<file path="config.mk">
export PLATFORM = sky130hd
export DESIGN_NAME = lsce_exec
export DESIGN_NICKNAME = d
export VERILOG_FILES = /design/src/hw/lsce_alu.v /design/src/hw/lsce_exec.v
export VERILOG_INCLUDE_DIRS = /design/src /design/src/hw
export SDC_FILE = /design/constraint.sdc
export NUM_CORES = 1
export LEC_CHECK = 0
export ABC_CLOCK_PERIOD_IN_PS = 3150
export BUFFER_PORTS_ARGS = -buffer_cell sky130_fd_sc_hd__buf_2
export CAP_MARGIN = 0
export CORE_ASPECT_RATIO = 0.8
export CORE_MARGIN = 5
export CORE_UTILIZATION = 55
export CTS_BUF_LIST = sky130_fd_sc_hd__clkbuf_8
export DETAILED_ROUTE_END_ITERATION = 8
export HOLD_SLACK_MARGIN = 0.1
export MAX_ROUTING_LAYER = met4
export PLACE_DENSITY = 0.82
export SYNTH_ARGS = -nofsm -noshare
export SYNTH_HDL_FRONTEND = slang
export SYNTH_HIERARCHICAL = 1
export SYNTH_SLANG_ARGS = --single-unit
</file>
<file path="constraint.sdc">
create_clock -name i_mclk -period 3.15 [get_ports i_mclk]
set_clock_uncertainty 0.15 [all_clocks]
set_input_delay 0.1575 -clock i_mclk [delete_from_list [all_inputs] [get_ports i_mclk]]
set_output_delay 0.1575 -clock i_mclk [all_outputs]
set_load 0.05 [all_outputs]
</file>
<file path="src/hw/lsce_defs.vh">
// Constants for the logic, skip and call execution unit
`ifndef LSCE_DEFS_VH
`define LSCE_DEFS_VH

// Instruction word layout
`define LSCE_IW_W        14
`define LSCE_PC_W        13
`define LSCE_CALL_K_W    11
// Opcode classes in word bits 13:12
`define LSCE_CLS_FILE    2'h0
`define LSCE_CLS_BIT     2'h1
`define LSCE_CLS_CALL    2'h2
`define LSCE_CLS_LIT     2'h3
// Opcode fields
`define LSCE_OP_AND_LIT  4'h9
`define LSCE_OP_AND_FILE 4'h5
`define LSCE_OP_COMP     4'h9
`define LSCE_OP_SKIP_CLR 2'h2
`define LSCE_OP_SKIP_SET 2'h3
`define LSCE_CLR_WDOG    14'h0064
// Field positions inside the instruction word
`define LSCE_F_CLS_HI    13
`define LSCE_F_CLS_LO    12
`define LSCE_F_OP_HI     11
`define LSCE_F_OP_LO     8
`define LSCE_F_BOP_LO    10
`define LSCE_F_DEST      7
`define LSCE_F_BIT_HI    9
`define LSCE_F_BIT_LO    7
// Arithmetic unit operation select
`define LSCE_ALU_AND_LIT 2'h0
`define LSCE_ALU_AND_F   2'h1
`define LSCE_ALU_COMP    2'h2
// Reset values
`define LSCE_PC_RST      13'h0000
`define LSCE_BYTE_RST    8'h00
// Field positions of the high latch used by the call target
`define LSCE_HL_HI       4
`define LSCE_HL_LO       3
// Register port map
`define LSCE_REG_HLATCH  2'h0
`define LSCE_REG_STATUS  2'h1
`define LSCE_REG_ACCUM   2'h2
`define LSCE_REG_PCLOW   2'h3
// Status read layout
`define LSCE_ST_ZERO     0
`define LSCE_ST_PD_N     3
`define LSCE_ST_TO_N     4
// File address of the pin-backed I/O port register
`define LSCE_PORT_ADDR   7'h06

`endif

</file>
<file path="src/hw/lsce_alu.v">
// Result, zero and bit-test logic of the execution unit
`timescale 1ns/1ps
`default_nettype none
`include "lsce_defs.vh"

module lsce_alu #(
    parameter DATA_W = 8
) (
    input wire [1:0] i_op,
    input wire [DATA_W-1:0] i_accum,
    input wire [DATA_W-1:0] i_file,
    input wire [DATA_W-1:0] i_literal,
    input wire [2:0] i_bit_sel,
    output reg [DATA_W-1:0] o_result,
    output wire o_zero,
    output wire o_bit_val
);

    // Result select per operation
    always @* begin
        case (i_op)
            `LSCE_ALU_AND_LIT: o_result = i_accum & i_literal;
            `LSCE_ALU_AND_F: o_result = i_accum & i_file;
            `LSCE_ALU_COMP: o_result = ~i_file;
            default: o_result = i_file;
        endcase
    end

    // Zero depends only on the result, never on the destination
    assign o_zero = (o_result == {DATA_W{1'b0}});
    // Tested bit for the skip pair
    assign o_bit_val = i_file[i_bit_sel];

endmodule // lsce_alu
`default_nettype wire

</file>
<file path="src/hw/lsce_exec.v">
// Execution unit for logic, skip, watchdog clear and call instructions
// Behaviour
// - AND literal into accumulator, zero only
// - AND file, destination bit picks target
// - Complement file, destination bit picks target
// - Skip next when tested bit clear
// - Skip next when tested bit set
// - Watchdog clear pulse, sets the timeout and power-down flags whose event is not in the same cycle, zero untouched
// - Call pushes program counter plus one first
// - Call target low, high latch upper bits
// - Call takes two cycles, flags untouched
// - Port register reads come from pins
//
// The address-and-strobe port and the register offsets were decided locally.
`timescale 1ns/1ps
`default_nettype none
`include "lsce_defs.vh"

module lsce_exec #(
    parameter DATA_W = 8,
    parameter FADDR_W = 7
) (
    input wire i_mclk,
    input wire i_reset,
    // Program memory, combinational read
    output wire [`LSCE_PC_W-1:0] o_prog_addr,
    input wire [`LSCE_IW_W-1:0] i_prog_word,
    // File register window
    output wire [FADDR_W-1:0] o_file_addr,
    input wire [DATA_W-1:0] i_file_rdata,
    output reg o_file_wr,
    output reg [DATA_W-1:0] o_file_wdata,
    input wire [DATA_W-1:0] i_port_pins,
    // Return stack and program counter load
    output reg o_stack_push,
    output reg [`LSCE_PC_W-1:0] o_stack_data,
    output reg o_pc_load,
    // Watchdog
    output reg o_wdog_clear,
    input wire i_timeout_event,
    input wire i_sleep_event,
    output wire o_timeout_flag_n,
    output wire o_powerdown_flag_n,
    // Register port
    input wire [1:0] i_reg_addr,
    input wire [DATA_W-1:0] i_reg_wdata,
    input wire i_reg_wr,
    input wire i_reg_rd,
    output reg [DATA_W-1:0] o_reg_rdata
);

    ////////////////////////////////////////////////////////////////////////////
    // States, one-hot
    localparam [1:0] ST_EXEC = 2'b01;
    localparam [1:0] ST_FLUSH = 2'b10;

    reg [1:0] state_q;
    reg [1:0] state_d;
    reg [`LSCE_PC_W-1:0] pc_q;
    reg [`LSCE_PC_W-1:0] pc_d;
    reg [`LSCE_PC_W-1:0] target_q;
    reg [`LSCE_PC_W-1:0] target_d;
    reg call_q;
    reg call_d;
    reg [DATA_W-1:0] accum_q;
    reg [DATA_W-1:0] accum_d;
    reg zero_q;
    reg zero_d;
    reg to_n_q;
    reg pd_n_q;
    reg [DATA_W-1:0] hlatch_q;
    reg [DATA_W-1:0] pins_meta_q;
    reg [DATA_W-1:0] pins_q;
    reg push_d;
    reg load_d;
    reg wdog_d;
    reg fwr_d;

    wire [`LSCE_PC_W-1:0] pc_inc = pc_q + {{(`LSCE_PC_W-1){1'b0}}, 1'b1};
    wire [1:0] op_class = i_prog_word[`LSCE_F_CLS_HI:`LSCE_F_CLS_LO];
    wire [3:0] op_code = i_prog_word[`LSCE_F_OP_HI:`LSCE_F_OP_LO];
    wire [1:0] op_bit = i_prog_word[`LSCE_F_OP_HI:`LSCE_F_BOP_LO];
    wire dest_file = i_prog_word[`LSCE_F_DEST];
    wire [DATA_W-1:0] literal = i_prog_word[DATA_W-1:0];
    wire [`LSCE_CALL_K_W-1:0] call_k = i_prog_word[`LSCE_CALL_K_W-1:0];
    wire in_exec = (state_q == ST_EXEC);

    wire is_and_lit = in_exec && op_class == `LSCE_CLS_LIT && op_code == `LSCE_OP_AND_LIT;
    wire is_and_file = in_exec && op_class == `LSCE_CLS_FILE && op_code == `LSCE_OP_AND_FILE;
    wire is_comp = in_exec && op_class == `LSCE_CLS_FILE && op_code == `LSCE_OP_COMP;
    wire is_skip_clr = in_exec && op_class == `LSCE_CLS_BIT && op_bit == `LSCE_OP_SKIP_CLR;
    wire is_skip_set = in_exec && op_class == `LSCE_CLS_BIT && op_bit == `LSCE_OP_SKIP_SET;
    wire is_call = in_exec && op_class == `LSCE_CLS_CALL && !i_prog_word[`LSCE_CALL_K_W];
    wire is_wdog = in_exec && i_prog_word == `LSCE_CLR_WDOG;

    ////////////////////////////////////////////////////////////////////////////
    // Pin synchroniser; pins are asynchronous to the core clock
    always @(posedge i_mclk) begin
        if (i_reset) begin
            pins_meta_q <= `LSCE_BYTE_RST;
            pins_q <= `LSCE_BYTE_RST;
        end else begin
            pins_meta_q <= i_port_pins;
            pins_q <= pins_meta_q;
        end
    end

    // Port register reads the pins, not the output latch
    wire [FADDR_W-1:0] faddr = i_prog_word[FADDR_W-1:0];
    wire [DATA_W-1:0] file_src = (faddr == `LSCE_PORT_ADDR) ? pins_q : i_file_rdata;

    assign o_prog_addr = pc_q;
    assign o_file_addr = faddr;

    ////////////////////////////////////////////////////////////////////////////
    // Arithmetic unit
    wire [1:0] alu_op = is_and_lit ? `LSCE_ALU_AND_LIT :
                        is_and_file ? `LSCE_ALU_AND_F : `LSCE_ALU_COMP;
    wire [DATA_W-1:0] alu_result;
    wire alu_zero;
    wire bit_val;

    lsce_alu #(
        .DATA_W(DATA_W)
    ) u_alu (
        .i_op(alu_op),
        .i_accum(accum_q),
        .i_file(file_src),
        .i_literal(literal),
        .i_bit_sel(i_prog_word[`LSCE_F_BIT_HI:`LSCE_F_BIT_LO]),
        .o_result(alu_result),
        .o_zero(alu_zero),
        .o_bit_val(bit_val)
    );

    ////////////////////////////////////////////////////////////////////////////
    // Decode and next state
    always @* begin
        state_d = ST_EXEC;
        pc_d = pc_inc;
        target_d = target_q;
        call_d = 1'b0;
        accum_d = accum_q;
        zero_d = zero_q;
        push_d = 1'b0;
        load_d = 1'b0;
        wdog_d = 1'b0;
        fwr_d = 1'b0;
        case (state_q)
            ST_EXEC: begin
                if (is_and_lit) begin
                    accum_d = alu_result;
                    zero_d = alu_zero;
                end else if (is_and_file || is_comp) begin
                    // Destination bit steers the write
                    if (dest_file) begin
                        fwr_d = 1'b1;
                    end else begin
                        accum_d = alu_result;
                    end
                    zero_d = alu_zero;
                end else if ((is_skip_clr && !bit_val) || (is_skip_set && bit_val)) begin
                    state_d = ST_FLUSH;
                end else if (is_call) begin
                    // Push first; counter holds until the second cycle
                    push_d = 1'b1;
                    pc_d = pc_q;
                    target_d = {hlatch_q[`LSCE_HL_HI:`LSCE_HL_LO], call_k};
                    call_d = 1'b1;
                    state_d = ST_FLUSH;
                end else if (is_wdog) begin
                    wdog_d = 1'b1;
                end
            end
            ST_FLUSH: begin
                // Discarded word: no write of any kind
                if (call_q) begin
                    pc_d = target_q;
                    load_d = 1'b1;
                end else begin
                    pc_d = pc_inc;
                end
            end
            default: begin
                pc_d = pc_q;
            end
        endcase
    end

    ////////////////////////////////////////////////////////////////////////////
    // Core registers
    always @(posedge i_mclk) begin
        if (i_reset) begin
            state_q <= ST_EXEC;
            pc_q <= `LSCE_PC_RST;
            target_q <= `LSCE_PC_RST;
            call_q <= 1'b0;
            accum_q <= `LSCE_BYTE_RST;
            zero_q <= 1'b0;
            o_stack_push <= 1'b0;
            o_stack_data <= `LSCE_PC_RST;
            o_pc_load <= 1'b0;
            o_wdog_clear <= 1'b0;
            o_file_wr <= 1'b0;
            o_file_wdata <= `LSCE_BYTE_RST;
        end else begin
            state_q <= state_d;
            pc_q <= pc_d;
            target_q <= target_d;
            call_q <= call_d;
            accum_q <= accum_d;
            zero_q <= zero_d;
            o_stack_push <= push_d;
            o_stack_data <= pc_inc;
            o_pc_load <= load_d;
            o_wdog_clear <= wdog_d;
            o_file_wr <= fwr_d;
            o_file_wdata <= alu_result;
        end
    end

    ////////////////////////////////////////////////////////////////////////////
    // Status flags; a hardware event in the same cycle beats the clear
    always @(posedge i_mclk) begin
        if (i_reset) begin
            to_n_q <= 1'b1;
            pd_n_q <= 1'b1;
        end else begin
            if (i_timeout_event) begin
                to_n_q <= 1'b0;
            end else if (wdog_d) begin
                to_n_q <= 1'b1;
            end
            if (i_sleep_event) begin
                pd_n_q <= 1'b0;
            end else if (wdog_d) begin
                pd_n_q <= 1'b1;
            end
        end
    end

    assign o_timeout_flag_n = to_n_q;
    assign o_powerdown_flag_n = pd_n_q;

    ////////////////////////////////////////////////////////////////////////////
    // Register port, read data one cycle after the strobe
    always @(posedge i_mclk) begin
        if (i_reset) begin
            hlatch_q <= `LSCE_BYTE_RST;
            o_reg_rdata <= `LSCE_BYTE_RST;
        end else begin
            if (i_reg_wr && i_reg_addr == `LSCE_REG_HLATCH) begin
                hlatch_q <= i_reg_wdata;
            end
            o_reg_rdata <= `LSCE_BYTE_RST;
            if (i_reg_rd) begin
                if (i_reg_addr == `LSCE_REG_HLATCH) begin
                    o_reg_rdata <= hlatch_q;
                end else if (i_reg_addr == `LSCE_REG_STATUS) begin
                    o_reg_rdata[`LSCE_ST_ZERO] <= zero_q;
                    o_reg_rdata[`LSCE_ST_PD_N] <= pd_n_q;
                    o_reg_rdata[`LSCE_ST_TO_N] <= to_n_q;
                end else if (i_reg_addr == `LSCE_REG_ACCUM) begin
                    o_reg_rdata <= accum_q;
                end else begin
                    o_reg_rdata <= pc_q[DATA_W-1:0];
                end
            end
        end
    end

endmodule // lsce_exec
`default_nettype wire

</file>
Word level (Yosys, flattened, before mapping)
Cells that the tools add are included.
{"block": "totals", "ff_bits": 96, "out_inout_bits": 55}
{"block": "op_classes", "addsub": 1, "order_cmp": 1, "eq_ne": 17, "n_mux": 37, "n_bitwise": 9, "n_reduce_logical": 35}
{"cell": "13-bit two-way mux", "n": 5}
{"cell": "8-bit two-way mux", "n": 6}
{"cell": "13-bit case mux with 2 select lines", "n": 1}
{"cell": "8-bit case mux with 3 select lines", "n": 1}
{"cell": "8-bit AND", "n": 2}
{"cell": "1-bit two-way mux", "n": 16}
{"cell": "14-bit by 7-bit equality test with 1-bit output (second input constant)", "n": 1}
{"cell": "2-bit equality test (second input constant)", "n": 7}
{"cell": "1-bit logical AND", "n": 14}
{"cell": "13-bit by 1-bit adder with 13-bit output (second input constant)", "n": 1}
{"cell": "2-bit two-way mux", "n": 6}
{"cell": "2-bit by 1-bit equality test with 1-bit output (second input constant)", "n": 4}
{"cell": "8-bit logical NOT", "n": 1}
{"cell": "8-bit inverter", "n": 1}
{"cell": "2-bit nonzero test", "n": 4}
{"cell": "4-bit OR reduction", "n": 2}
{"cell": "7-bit by 3-bit equality test with 1-bit output (second input constant)", "n": 1}
{"cell": "2-bit logical NOT", "n": 3}
{"cell": "1-bit inverter", "n": 6}
{"cell": "5-bit by 3-bit inequality test with 1-bit output (second input constant)", "n": 1}
{"cell": "5-bit AND reduction", "n": 1}
{"cell": "5-bit OR reduction", "n": 1}
{"cell": "4-bit by 3-bit equality test with 1-bit output (second input constant)", "n": 1}
{"cell": "4-bit equality test (second input constant)", "n": 1}
{"cell": "other kinds (9)", "n": 13}

Logic depth before layout (Yosys ltp)
{"block": "depth", "ltp_word": 13, "mapped_depth": 13, "depth_no_buf": 11}

Hierarchy
The synthesis kept the hierarchy.
{"mod": "lsce_exec", "n_inst": 1, "cells_each": 422, "area_each_um2": 3900.0, "seq_area_each_um2": 1921.8}
{"mod": "lsce_alu", "n_inst": 1, "cells_each": 52, "area_each_um2": 329.1, "seq_area_each_um2": 0.0}

Worst setup path before layout
OpenSTA, ideal clock, no wires.
{"block": "synth_timing", "kind": "input-to-reg", "start": "input i_prog_word[0]", "end": "register state_q[0]", "arrival_time_ns": 2.269, "setup_slack_ns": 0.621, "stages": 9, "n_path_buf": 0, "cell_sequence": "nor4b_1 -> nand3_1 -> mux2_2 -> mux4_2 -> mux2_2 -> xor2_1 -> nor3_1 -> o21a_1 -> inv_1"}
{"block": "synth_via", "elab_chain_len": 8}
{"element": "start, declared", "line": "lsce_exec.v:27", "rtl": "input wire [`LSCE_IW_W-1:0] i_prog_word,"}
{"element": "7-bit by 3-bit equality test with 1-bit output (no source line) (*)"}
{"element": "8-bit two-way mux (*)", "line": "lsce_exec.v:110", "rtl": "wire [DATA_W-1:0] file_src = (faddr == `LSCE_PORT_ADDR) ? pins_q : i_file_rdata;"}
{"element": "net file_src[7]", "line": "lsce_exec.v:110"}
{"element": "1-bit binary-select mux with 3-bit select (*)", "line": "lsce_alu.v:32", "rtl": "assign o_bit_val = i_file[i_bit_sel];"}
{"element": "1-bit two-way mux (not written as such) (*)", "line": "lsce_alu.v:32"}
{"element": "net bit_val", "line": "lsce_exec.v:121", "rtl": "wire bit_val;"}
{"element": "1-bit logical NOT", "line": "lsce_exec.v:162", "rtl": "end else if ((is_skip_clr && !bit_val) || (is_skip_set && bit_val)) begin"}
{"element": "1-bit logical AND", "line": "lsce_exec.v:162"}
{"element": "1-bit logical OR (*)", "line": "lsce_exec.v:162"}
{"element": "2-bit two-way mux (*)", "line": "lsce_exec.v:162"}
{"element": "end signal, assigned", "line": "lsce_exec.v:207", "rtl": "state_q <= state_d;"}
{"element": "end, declared", "line": "lsce_exec.v:57", "rtl": "reg [1:0] state_q;"}
Mark *: on every way through the listed nets, which the timed path passes. The rest lies on a longest branch. The select of a mux whose other input is x is not followed.
A chain may end at the register's enable or synchronous reset.

Worst setup path after layout
Same ends and word-level chain as after synthesis.

==> impl_metrics.tcl <==
set metrics [dict create \
    yosys_most_used_dff "dfxtp_1" \
    gp_congestion 0.939 \
    clock_sinks 96 \
    max_stage_delay_ps 540 \
    max_slew.worst_pin.slew_ps 858 \
    start_kind "primary input" \
    antenna_found_initial 0 \
    path_cells "dlygate4sd3_1 > buf_2 > nor4b_2 > nand3_2 > mux2_2 > mux4_2 > mux2_2 > xor2_1 > nor3_1 > o21a_1 > inv_1" \
    core_sq_um 7460 \
    die_h_um 88.4 \
    crit_fanout 8 \
    synth_cells 474 \
    yosysUniqueCellTypes 55 \
    layout_setup_ws_ps 125 \
    drtAntennaViolNets 0 \
    crit_top_cell "mux2_2" \
    yosysTopAreaCell "dfxtp_1" \
    synth_area_sq_um 4230 \
    setup_tns_ps 0 \
    critPathKind "in2reg" \
    max_freq_mhz 331 \
    rsz0062_at_grt "false" \
    final.min_clock_period_ps 3020 \
    grt_usage 0.280 \
    outcome "finished clean" \
    final_cell_mix "buf_2 (100), dfxtp_1 (96), nand2_1 (71), dlygate4sd3_1 (43), nor2_1 (41)" \
    grt_pass1_wl_mm 19.9 \
    hold_viol 0 \
    die-area_sq_um 9550 \
    worstHoldPathCells 2 \
    arrival_ps 3150 \
    clockBufferDepth 2 \
    ctsRootBufferMaster "clkbuf_8" \
    synth-edff-count 0 \
    post_cts_buffers 0 \
    finalWirelength_mm 12.5 \
    dpl_worst_slack_ps 200 \
    dp.cells 648 \
    start_util 0.567 \
    final_nets 646 \
    rr_startpoint "state_q[1]$_SDFF_PP0_" \
    crit_required_ps 3280 \
    firstDrtPassIters 4 \
    grt_pass1_vias 3934 \
    fin_cells 707 \
    grt_start_max_net_pins 44 \
    clk_pin_slew_ps 90 \
    viasPerCell 5.56 \
    num_rows 28 \
    globalRoute.totalOverflow 0 \
    wl_per_cell_um 17.6 \
    power_leakage_uw 0.00221 \
    ys.warnings.count 6 \
    reg2reg_depth 12 \
    final_common_cell "buf_2" \
    clock_latency_ps 380 \
    worst_setup_path_end_kind "register" \
    drc 0 \
    fin_crit_sh 0.960 \
    diodes 0 \
    vias 3929 \
    maxCapViolCount 0 \
    io_buffer_count 100 \
    synth_async_sr_flop_share 0 \
    synth_fp_nets 523 \
    powerDensity_nw_per_um2 454 \
    area_growth_pct 26.0 \
    slew_viol_final 0 \
    whs_ps 136 \
    startpoint "i_prog_word[0]" \
    synthTopCellsByArea "dfxtp_1 (45%), nand2_1 (6.3%), nor2b_1 (4.3%), a21oi_1 (4.3%), mux2_2 (3.7%)" \
    hpwlAfterDp_mm 8.56 \
    synth_top_area_frac 0.454 \
    drt_iter0_markers 306 \
    cts_tree "yes" \
    numCtsBuffers 9 \
    synth_area_per_cell_sq_um 8.92 \
    peakVddDrop_v 0.000414 \
    cpMaxStageDelayCell "dlygate4sd3_1" \
    num_io_pins 101 \
    fin_util 0.714 \
    relSlewSlack 0.428 \
    cts_max_level 3 \
    die_x_um 108 \
    yosysSeqAreaShare 0.454 \
    drive_gt1_frac 0.257 \
    hold_class "in2reg" \
    setup_viol 0 \
    ys_ff_latch 96 \
    hold_path_startpoint "i_reset" \
]
-- final cells by class --
cell class | count | area, sq um
clock buffer | 9 | 124
fill | 617 | 2130
clock inverter | 7 | 55.1
sequential | 96 | 1920
multi-input combinational | 335 | 2090
inverter | 8 | 30.0
timing repair buffer | 147 | 973
tap | 105 | 131
-- timing repair --
action | in CTS | in global routing
endpoints found under the setup margin | 0 | 2
hold endpoints to repair | 40 | 0
hold buffers | 43 | 0
gates resized for setup | 0 | 2
-- power breakdown --
part	internal [uW]	switching (uW)	leakage, uW
Clock	293	454	0.0000862
Sequential	1250	33.7	0.000783
Combinational	142	243	0.00134
Total	1690	730	0.00221
-- routing by layer --
metal	share of wire	vias up	GRT usage
met3	0.071	22	0.0635
met4	0.020	0	0.0986
met5	0	-	-
met2	0.48	153	0.450
li1	-	1882	-
met1	0.43	1872	0.350
-- Yosys cell counts, types with 4 or more instances --
library cell / n
inv_1: 6
mux2_2: 14
buf_2: 12
nor4_1: 4
xnor2_1: 11
a21oi_1: 36
clkbuf_1: 10
a31oi_1: 4
nor2b_1: 29
nand2_1: 71
nand3_1: 15
or2_1: 8
mux4_2: 5
and3_1: 7
o21ai_0: 7
buf_6: 4
nor3_1: 8
dfxtp_1: 96
a22oi_1: 5
buf_4: 7
and2_1: 4
nor2_1: 41
a22o_1: 10
o22ai_1: 12
-- metrics by stage --
step	instance area, sq um	power (uW)
CTS	5320	2430
global placement	4710	1650
detailed placement	4710	1650
finish	5330	2420
global route	5330	2520
floorplan	4230	1560
-- worst max-delay path, delay by kind of cell --
family,cells,cell delay [ps]
mux,3,1130
simple gates,3,820
xor+xnor,1,150
buf+inv,3,730
compound gates,1,160
-- sequential cells by signal, summed over array words and instances, names as in the netlist --
name / count
state_q: 2
o_file_wr: 1
accum_q: 8
zero_q: 1
o_file_wdata: 8
o_reg_rdata: 8
o_powerdown_flag_n: 1
o_timeout_flag_n: 1
o_stack_data: 13
hlatch_q: 8
pins_q: 8
target_q: 13
o_wdog_clear: 1
pins_meta_q: 8
call_q: 1
o_prog_addr: 13
o_pc_load: 1
-- logic make-up after synthesis --
kind of cell | share of synthesized area
fa+ha+maj | 0.00888
flops | 0.454
buf+inv | 0.0550
compound gates | 0.145
simple gates | 0.243
xor+xnor | 0.0269
mux | 0.0663
-- final timing paths --
kind | end | slack, ps
setup / recovery | state_q[0]$_SDFF_PP1_ | 130
hold reg to reg | pins_q[0]$_SDFF_PP0_ | 300
setup reg to reg | zero_q$_SDFFE_PP0P_ | 280
hold / removal | call_q$_SDFF_PP0_ | 140
Power figures use the tool's default switching activity.
